<file path="config.mk">
export PLATFORM = sky130hd
export DESIGN_NAME = serial_fifo_transmit_control
export DESIGN_NICKNAME = d
export VERILOG_FILES = /design/src/rtl/sfc_pkg.sv /design/src/rtl/tx_word_if.sv /design/src/rtl/tx_skid_buf.sv /design/src/rtl/serial_fifo_transmit_control.sv
export SDC_FILE = /design/constraint.sdc
export NUM_CORES = 1
export LEC_CHECK = 0
export ABC_CLOCK_PERIOD_IN_PS = 3000
export BUFFER_PORTS_ARGS = -buffer_cell sky130_fd_sc_hd__buf_2
export CORE_ASPECT_RATIO = 1.4
export CORE_MARGIN = 10
export CORE_UTILIZATION = 55
export DETAILED_ROUTE_END_ITERATION = 16
export HOLD_SLACK_MARGIN = 0.1
export PLACE_DENSITY = 0.83
export SLEW_MARGIN = 20
export SYNTH_ARGS = -nofsm -noshare
export SYNTH_HDL_FRONTEND = slang
export SYNTH_HIERARCHICAL = 1
export SYNTH_SLANG_ARGS = --single-unit
</file>
<file path="constraint.sdc">
create_clock -name clk_i -period 3 [get_ports clk_i]
set_clock_uncertainty 0.05 [all_clocks]
set_input_delay 0.3 -clock clk_i [delete_from_list [all_inputs] [get_ports clk_i]]
set_output_delay 0.3 -clock clk_i [all_outputs]
set_load 0.005 [all_outputs]
</file>
<file path="src/rtl/sfc_pkg.sv">
// Shared constants for the serial FIFO transmit control block.
// Assumes a 40 MHz peripheral clock and plain-port control bits.
package sfc_pkg;
    localparam int FIFO_DEPTH = 16;
    localparam int COUNT_W = 5;
    localparam int CHAR_W = 9;
    localparam logic [4:0] COUNT_RESET = 5'h00;
    localparam logic [4:0] COUNT_FULL = 5'h10;
    localparam logic [3:0] BIT_RESET = 4'h0;
    localparam logic [3:0] BITS_8 = 4'h8;
    localparam logic [3:0] BITS_9 = 4'h9;
    localparam int BAUD_DIV_DEFAULT = 16;
    localparam logic [CHAR_W-1:0] DATA_RESET = 9'h000;
endpackage

</file>
<file path="src/rtl/tx_word_if.sv">
// Word stream carrier between the FIFO and the serialiser.
// Assumes one clock shared by both ends.
`timescale 1ns/1ps
interface tx_word_if #(parameter int W = 9);
    logic valid;
    logic ready;
    logic [W-1:0] data;
    modport src (output valid, output data, input ready);
    modport dst (input valid, input data, output ready);
endinterface

</file>
<file path="src/rtl/tx_skid_buf.sv">
// Two-entry buffer with valid and ready on both sides.
// Assumes the same clock and reset as the serialiser.
`timescale 1ns/1ps
module tx_skid_buf #(
    parameter int W = 9
) (
    input wire logic clk_i,
    input wire logic sys_rst_i,
    tx_word_if.dst in_if,
    tx_word_if.src out_if
);
    logic [W-1:0] mem_reg [2];
    logic rd_ptr_reg;
    logic wr_ptr_reg;
    logic [1:0] cnt_reg;
    logic push;
    logic pop;

    assign in_if.ready = (cnt_reg != 2'h2);
    assign push = in_if.valid && in_if.ready;
    assign pop = out_if.valid && out_if.ready;
    assign out_if.valid = (cnt_reg != 2'h0);
    assign out_if.data = mem_reg[rd_ptr_reg];

    always_ff @(posedge clk_i or posedge sys_rst_i) begin
        if (sys_rst_i) begin
            mem_reg[0] <= '0;
            mem_reg[1] <= '0;
        end else if (push) begin
            mem_reg[wr_ptr_reg] <= in_if.data;
        end
    end

    always_ff @(posedge clk_i or posedge sys_rst_i) begin
        if (sys_rst_i) begin
            wr_ptr_reg <= 1'b0;
            rd_ptr_reg <= 1'b0;
            cnt_reg <= 2'h0;
        end else begin
            if (push) wr_ptr_reg <= ~wr_ptr_reg;
            if (pop) rd_ptr_reg <= ~rd_ptr_reg;
            cnt_reg <= cnt_reg + {1'b0, push} - {1'b0, pop};
        end
    end
endmodule

</file>
<file path="src/rtl/serial_fifo_transmit_control.sv">
// Transmit FIFO, serialiser and transmit interrupt control.
// Assumes every input is a software-side strobe or level synchronous to clk_i.
`timescale 1ns/1ps
//
// Operation
// RQ1: A byte written to the FIFO port is moved into the shift register and serialised.
// RQ2: Software writes at most sixteen minus the fill count bytes.
// RQ3: In async mode the start request fires when enable and irq enable rise in one write.
// RQ4: In sync mode the start request fires when enable rises with irq enable already or newly set.
// RQ5: With the FIFO empty the done flag sets, the stop bit is sent and the line idles high.
// RQ6: The end interrupt is raised when the done flag sets with its enable high.
// RQ7: For 9-bit characters software writes both the high and low ports.
// RQ8: Writing 0 clears the condition-complete flag and software reads it back.
// RQ9: Writing mode select 0 outside simple I2C clears the condition-complete flag.
// RQ10: Writing transmit enable 0 clears the condition-complete flag.
// RQ11: Before full duplex software confirms reception and clears receive enables.
// RQ12: Software checks overrun is 0 then sets all four enables in one write.
// RQ13: In snooze mode software sets doubling and base clock selects to 0.
// RQ14: Snooze bit rate stays within 2400, 600 or 1200 bps limits.
// RQ15: A five-bit fill count tracks writes and transfers and never passes sixteen.
module serial_fifo_transmit_control #(
    parameter int BAUD_DIV = sfc_pkg::BAUD_DIV_DEFAULT
) (
    input wire logic clk_i,
    input wire logic sys_rst_i,
    input wire logic sync_mode_i,
    input wire logic nine_bit_i,
    input wire logic ctrl_wr_i,
    input wire logic tx_enable_bit_i,
    input wire logic tx_irq_enable_i,
    input wire logic tx_done_irq_enable_i,
    input wire logic low_wr_i,
    input wire logic [7:0] tx_fifo_low_write_port_i,
    input wire logic high_wr_i,
    input wire logic tx_fifo_high_write_port_i,
    input wire logic i2c_mode_wr_i,
    input wire logic i2c_mode_select_i,
    input wire logic i2c_active_i,
    input wire logic i2c_cond_set_i,
    input wire logic i2c_flag_wr0_i,
    output logic [4:0] tx_fifo_fill_count_o,
    output logic tx_done_flag_o,
    output logic tx_request_irq_o,
    output logic tx_end_irq_o,
    output logic i2c_cond_done_flag_o,
    output logic txd_o
);
    typedef enum {ST_IDLE, ST_START, ST_DATA, ST_STOP} tx_state_t;

    tx_state_t state_reg;
    logic te_reg;
    logic tie_reg;
    logic [4:0] count_reg;
    logic [sfc_pkg::CHAR_W-1:0] fifo_reg [sfc_pkg::FIFO_DEPTH];
    logic [3:0] wptr_reg;
    logic [3:0] rptr_reg;
    logic high_bit_reg;
    logic [sfc_pkg::CHAR_W-1:0] tx_shift_reg;
    logic [3:0] bit_reg;
    logic [15:0] baud_reg;
    logic baud_tick;
    logic push;
    logic pull;
    logic load;
    logic done_set;

    tx_word_if #(.W(sfc_pkg::CHAR_W)) fifo_out ();
    tx_word_if #(.W(sfc_pkg::CHAR_W)) buf_out ();

    tx_skid_buf #(.W(sfc_pkg::CHAR_W)) u_buf (
        .clk_i(clk_i),
        .sys_rst_i(sys_rst_i),
        .in_if(fifo_out),
        .out_if(buf_out)
    );

    // Writes beyond sixteen entries are dropped
    assign push = low_wr_i && (count_reg != sfc_pkg::COUNT_FULL) && te_reg;
    assign fifo_out.valid = (count_reg != sfc_pkg::COUNT_RESET);
    assign fifo_out.data = fifo_reg[rptr_reg];
    assign pull = fifo_out.valid && fifo_out.ready;
    assign load = (state_reg == ST_IDLE || (state_reg == ST_STOP && baud_tick)) && buf_out.valid && te_reg;
    assign buf_out.ready = load;
    assign baud_tick = (baud_reg == 16'(BAUD_DIV - 1));
    assign done_set = state_reg == ST_STOP && baud_tick && !(buf_out.valid && te_reg);
    assign tx_fifo_fill_count_o = count_reg;

    always_ff @(posedge clk_i or posedge sys_rst_i) begin
        if (sys_rst_i) begin
            te_reg <= 1'b0;
            tie_reg <= 1'b0;
        end else if (ctrl_wr_i) begin
            te_reg <= tx_enable_bit_i;
            tie_reg <= tx_irq_enable_i;
        end
    end

    // RQ3 RQ4 start request
    always_ff @(posedge clk_i or posedge sys_rst_i) begin
        if (sys_rst_i) tx_request_irq_o <= 1'b0;
        else if (sync_mode_i) tx_request_irq_o <= ctrl_wr_i && tx_enable_bit_i && !te_reg
            && (tx_irq_enable_i || tie_reg);
        else tx_request_irq_o <= ctrl_wr_i && tx_enable_bit_i && tx_irq_enable_i && !te_reg && !tie_reg;
    end

    always_ff @(posedge clk_i or posedge sys_rst_i) begin
        if (sys_rst_i) high_bit_reg <= 1'b0;
        else if (high_wr_i) high_bit_reg <= tx_fifo_high_write_port_i;
    end

    // RQ15 fill count
    always_ff @(posedge clk_i or posedge sys_rst_i) begin
        if (sys_rst_i) begin
            count_reg <= sfc_pkg::COUNT_RESET;
            wptr_reg <= 4'h0;
            rptr_reg <= 4'h0;
        end else begin
            if (push) wptr_reg <= wptr_reg + 4'h1;
            if (pull) rptr_reg <= rptr_reg + 4'h1;
            count_reg <= count_reg + {4'h0, push} - {4'h0, pull};
        end
    end

    always_ff @(posedge clk_i) begin
        if (push) fifo_reg[wptr_reg] <= {nine_bit_i && high_bit_reg, tx_fifo_low_write_port_i};
    end

    always_ff @(posedge clk_i or posedge sys_rst_i) begin
        if (sys_rst_i) baud_reg <= 16'h0000;
        else if (state_reg == ST_IDLE || baud_tick) baud_reg <= 16'h0000;
        else baud_reg <= baud_reg + 16'h0001;
    end

    // RQ1 RQ5 serialiser
    always_ff @(posedge clk_i or posedge sys_rst_i) begin
        if (sys_rst_i) begin
            state_reg <= ST_IDLE;
            tx_shift_reg <= sfc_pkg::DATA_RESET;
            bit_reg <= sfc_pkg::BIT_RESET;
            txd_o <= 1'b1;
        end else if (load) begin
            tx_shift_reg <= buf_out.data;
            bit_reg <= sfc_pkg::BIT_RESET;
            state_reg <= ST_START;
            txd_o <= 1'b0;
        end else if (baud_tick) begin
            unique case (state_reg)
                ST_IDLE: txd_o <= 1'b1;
                ST_START, ST_DATA: begin
                    if (bit_reg == (nine_bit_i ? sfc_pkg::BITS_9 : sfc_pkg::BITS_8)) begin
                        state_reg <= ST_STOP;
                        txd_o <= 1'b1;
                    end else begin
                        state_reg <= ST_DATA;
                        txd_o <= tx_shift_reg[0];
                        tx_shift_reg <= tx_shift_reg >> 1;
                        bit_reg <= bit_reg + 4'h1;
                    end
                end
                ST_STOP: begin
                    state_reg <= ST_IDLE;
                    txd_o <= 1'b1;
                end
            endcase
        end
    end

    // RQ5 RQ6 done flag and end request
    always_ff @(posedge clk_i or posedge sys_rst_i) begin
        if (sys_rst_i) begin
            tx_done_flag_o <= 1'b1;
            tx_end_irq_o <= 1'b0;
        end else begin
            tx_end_irq_o <= done_set && tx_done_irq_enable_i;
            if (done_set) tx_done_flag_o <= 1'b1;
            else if (load) tx_done_flag_o <= 1'b0;
        end
    end

    // RQ8 RQ9 RQ10 flag clears, set wins
    always_ff @(posedge clk_i or posedge sys_rst_i) begin
        if (sys_rst_i) i2c_cond_done_flag_o <= 1'b0;
        else if (i2c_cond_set_i) i2c_cond_done_flag_o <= 1'b1;
        else if (i2c_flag_wr0_i || (i2c_mode_wr_i && !i2c_mode_select_i && !i2c_active_i)
            || (ctrl_wr_i && !tx_enable_bit_i)) i2c_cond_done_flag_o <= 1'b0;
    end

    // RQ15 count bound
    fill_bound_a: assert property (@(posedge clk_i) disable iff (sys_rst_i) // RQ15
        count_reg <= sfc_pkg::COUNT_FULL) else $error("fill count over sixteen");
    // RQ3 async start
    async_start_a: assert property (@(posedge clk_i) disable iff (sys_rst_i) // RQ3
        !sync_mode_i && ctrl_wr_i && tx_enable_bit_i && tx_irq_enable_i && !te_reg && !tie_reg
        |=> tx_request_irq_o) else $error("async start request missing");
    // RQ4 sync start
    sync_start_a: assert property (@(posedge clk_i) disable iff (sys_rst_i) // RQ4
        sync_mode_i && ctrl_wr_i && tx_enable_bit_i && !te_reg && tie_reg
        |=> tx_request_irq_o) else $error("sync start request missing");
    // RQ6 end request
    end_irq_a: assert property (@(posedge clk_i) disable iff (sys_rst_i) // RQ6
        tx_end_irq_o |-> tx_done_flag_o) else $error("end irq without done flag");
    // RQ6 end on done
    end_on_done_a: assert property (@(posedge clk_i) disable iff (sys_rst_i) // RQ6
        done_set && tx_done_irq_enable_i |=> tx_end_irq_o && tx_done_flag_o) else $error("end irq missing");
    // RQ5 idle line high
    idle_mark_a: assert property (@(posedge clk_i) disable iff (sys_rst_i) // RQ5
        state_reg == ST_IDLE && $past(state_reg) == ST_IDLE |-> txd_o) else $error("idle line not high");
    // RQ10 clear on te write
    te_clear_a: assert property (@(posedge clk_i) disable iff (sys_rst_i) // RQ10
        ctrl_wr_i && !tx_enable_bit_i && !i2c_cond_set_i |=> !i2c_cond_done_flag_o)
        else $error("flag kept after te clear");
    // RQ8 write zero clear
    wr0_clear_a: assert property (@(posedge clk_i) disable iff (sys_rst_i) // RQ8
        i2c_flag_wr0_i && !i2c_cond_set_i |=> !i2c_cond_done_flag_o) else $error("flag kept after write 0");
    // RQ9 mode clear
    mode_clear_a: assert property (@(posedge clk_i) disable iff (sys_rst_i) // RQ9
        i2c_mode_wr_i && !i2c_mode_select_i && !i2c_active_i && !i2c_cond_set_i |=> !i2c_cond_done_flag_o)
        else $error("flag kept after mode write");
    // RQ1 load starts frame
    load_start_a: assert property (@(posedge clk_i) disable iff (sys_rst_i) // RQ1
        load |=> state_reg == ST_START && !txd_o) else $error("load did not start frame");
endmodule

</file>
==> flow_metrics.tcl <==
set metrics [dict create \
    placed_cell_area_um2 9650 \
    nets 635 \
    worst_slack_ns 0.248 \
    ys_ff_latch 218 \
    ir_drop_uv 600 \
    reg2reg_depth 11 \
    period_share_pct 91.7 \
    power.net_switching_uw 1440 \
    power_density_nw_per_um2 613 \
    critPathCaptureType "flip-flop" \
    cp-endpoint "u_buf/cnt_reg[1]$_DFF_PP0_" \
    core_area_um2 16200 \
    yosys.area.top_type "edfxtp_1" \
    path_clk_slew_ns 0.06 \
    postRouteAntennaNets 0 \
    largest_register_ffs 144 \
    grt_pass1_wl_um 27900 \
    vias 4683 \
    post_drt_wl_per_cell_um 21.2 \
    dp_hpwl_um 11400 \
    synth_cells 524 \
    synth_edf_count 144 \
    power.leakage_uw 0.00396 \
    syn_nets 566 \
    final_common_cell "edfxtp_1" \
    rrSetupSlack_ns 0.25 \
    period_minus_slack_ns 2.75 \
    fp-row-count 55 \
    place_congestion 0.797 \
    setup_viol 0 \
    cts_resized 0 \
    drt_iter0_drc 430 \
    worstSetupPathType "flip-flop to flip-flop" \
    cts.htree.levels 1 \
    ys_types 46 \
    cp-startpoint "baud_reg[4]$_DFF_PP0_" \
    pin_count 34 \
    p_sw_share_pct 22.7 \
    power.share.combinational_pct 8.9 \
    async_reset_ff_share_pct 33.9 \
    grt_overflow 0 \
    min_path_type "primary input to flip-flop" \
    timing.rr.end "u_buf/cnt_reg[1]$_DFF_PP0_" \
    synth_area_leaders "edfxtp_1, dfrtp_1, mux4_2" \
    cts_setup_buffers 0 \
    clock_path_buffers 3 \
    dpl_worst_slack_ns 0.285 \
    die_w_um 129 \
    syn2layout_area_growth_pct 13.0 \
    worst_pin_slew_ns 0.861 \
    drc 0 \
    p_total_uw 6340 \
    drive_gt1_share_pct 30.7 \
    fin_tns_setup_ns 0 \
    final_cell_mix "edfxtp_1, dfrtp_1, mux4_2" \
    grt_start_max_net_pins 40 \
    syn_area_um2 9150 \
    initial_core_util_pct 56.3 \
    syn_area_per_cell_um2 17.5 \
    cp.arrival_ns 3.12 \
    synth_top_area_share_pct 47.3 \
    dr.pass1.iters 6 \
    grtUsageTotal_pct 15.6 \
    clock-sinks 218 \
    outcome "finished clean" \
    fmax_mhz 363 \
    die_h_um 173 \
    viasPerCell 5.82 \
    startpoint_type "flip-flop" \
    fin_area_um2 10300 \
    post-route-util_pct 63.6 \
    cp_max_fo 4 \
    ys_warn_count 6 \
    clkLatencyLatePin_ns 0.49 \
    antenna_cells 0 \
    io_buffer_count 33 \
    grt_pass1_vias 5105 \
    power_frac_clock_pct 36.2 \
    cts_buffers 21 \
    ys_seq_area_share_pct 67.6 \
    cts_tree "yes" \
    crit_required_ns 3.37 \
    hold_violations 0 \
    wl_um 17100 \
    power_frac_seq_pct 54.9 \
    r2r_start "baud_reg[4]$_DFF_PP0_" \
    cts-root-buf "clkbuf_16" \
    synth_ff_type "edfxtp_1" \
    rsz0062_at_grt "no" \
    internal_power_uw 4900 \
    grt_antenna_before_repair 0 \
    drv_slew 0 \
    max-slew-margin-rel_pct 42.5 \
    fp.dieArea_um2 22300 \
    maxCapViolCount 0 \
]
## power groups by stage
stage          logic [uW]  registers, uW  clock network, uW
6_report              563           3480               2300
5_1_grt               638           3500               2460
4_1_cts               575           3480               2340
3_3_place_gp          520           3520                  0
2_1_floorplan         386           3490                  0
3_5_place_dp          560           3540                  0
## cells in the mapped netlist, drive strengths merged, types with 2 or more instances
cell type  number
a21oi           6
and2           10
and3            4
and4            2
buf            12
clkbuf          8
dfrtp          72
dfstp           2
edfxtp        144
ha             17
inv            21
mux2           47
mux2i           2
mux4           45
nand2          18
nand2b          4
nand3           5
nand3b          2
nand4           8
nor2           38
nor3            5
nor4            2
o21ai           5
or2             3
or3             2
or4             3
xnor2          14
xor2           16
## timing repair
action,4_1_cts,5_1_grt
hold endpoints to repair,59,0
endpoints found under the setup margin,0,0
hold buffers,10,0
## stage by stage
stage	std cells	hold WS, ns
finish	805	0.141
global route	805	0.149
CTS	805	0.130
detailed placement	759	0.402
global placement	759	0.387
floorplan	524	0.239
## routing by layer
layer | routed length [um] | track usage, % | up-vias
met2 | 9440 | 27.7 | 138
li1 | - | - | 2116
met1 | 6440 | 19.0 | 2396
met5 | 0 | 0 | -
met4 | 316 | 4.52 | 0
met3 | 871 | 2.42 | 33
## cell type report
class / count / area (um2)
Multi-Input combinational cell: 265 / 2790
Tap cell: 199 / 249
Clock buffer: 28 / 552
Timing Repair Buffer: 66 / 450
Clock inverter: 8 / 32.5
Fill cell: 1098 / 5910
Inverter: 21 / 78.8
Sequential cell: 218 / 6180
## worst max-delay path: stages, from the launching register on
cell and delay (ns):
dfrtp_1 0.42, or4_4 0.57, nor4_4 0.33, a21oi_1 0.10, or2_1 0.22, inv_1 0.07, and2_1 0.17, ha_1 0.25
inv_1 0.06, ha_1 0.16, xnor2_1 0.14, xnor2_1 0.13
## worst min-delay path by stage
| stage | start | endpoint | slack [ns] | cells past startpoint |
|---|---|---|---|---|
| 2_1_floorplan | sys_rst_i | u_buf/cnt_reg[0]$_DFF_PP0_ | 0.24 | 1 |
| 3_3_place_gp | baud_reg[0]$_DFF_PP0_ | baud_reg[0]$_DFF_PP0_ | 0.39 | 1 |
| 3_5_place_dp | baud_reg[0]$_DFF_PP0_ | baud_reg[0]$_DFF_PP0_ | 0.40 | 1 |
| 4_1_cts | tx_fifo_low_write_port_i[2] | fifo_reg[3][2]$_DFFE_PP_ | 0.13 | 1 |
| 5_1_grt | tx_fifo_low_write_port_i[6] | fifo_reg[7][6]$_DFFE_PP_ | 0.15 | 1 |
| 6_report | tx_fifo_low_write_port_i[2] | fifo_reg[12][2]$_DFFE_PP_ | 0.14 | 1 |
## cell families (layout without fill, tap and decap cells)
group | Yosys count | count (layout) | synth area share (%)
simple gates | 106 | 106 | 6.20
buf+inv | 41 | 123 | 1.92
mux | 94 | 94 | 17.8
flops | 218 | 218 | 67.6
compound gates | 17 | 17 | 1.12
xor+xnor | 30 | 30 | 2.87
fa+ha+maj | 18 | 18 | 2.54
(Power assumes the default switching activity.)
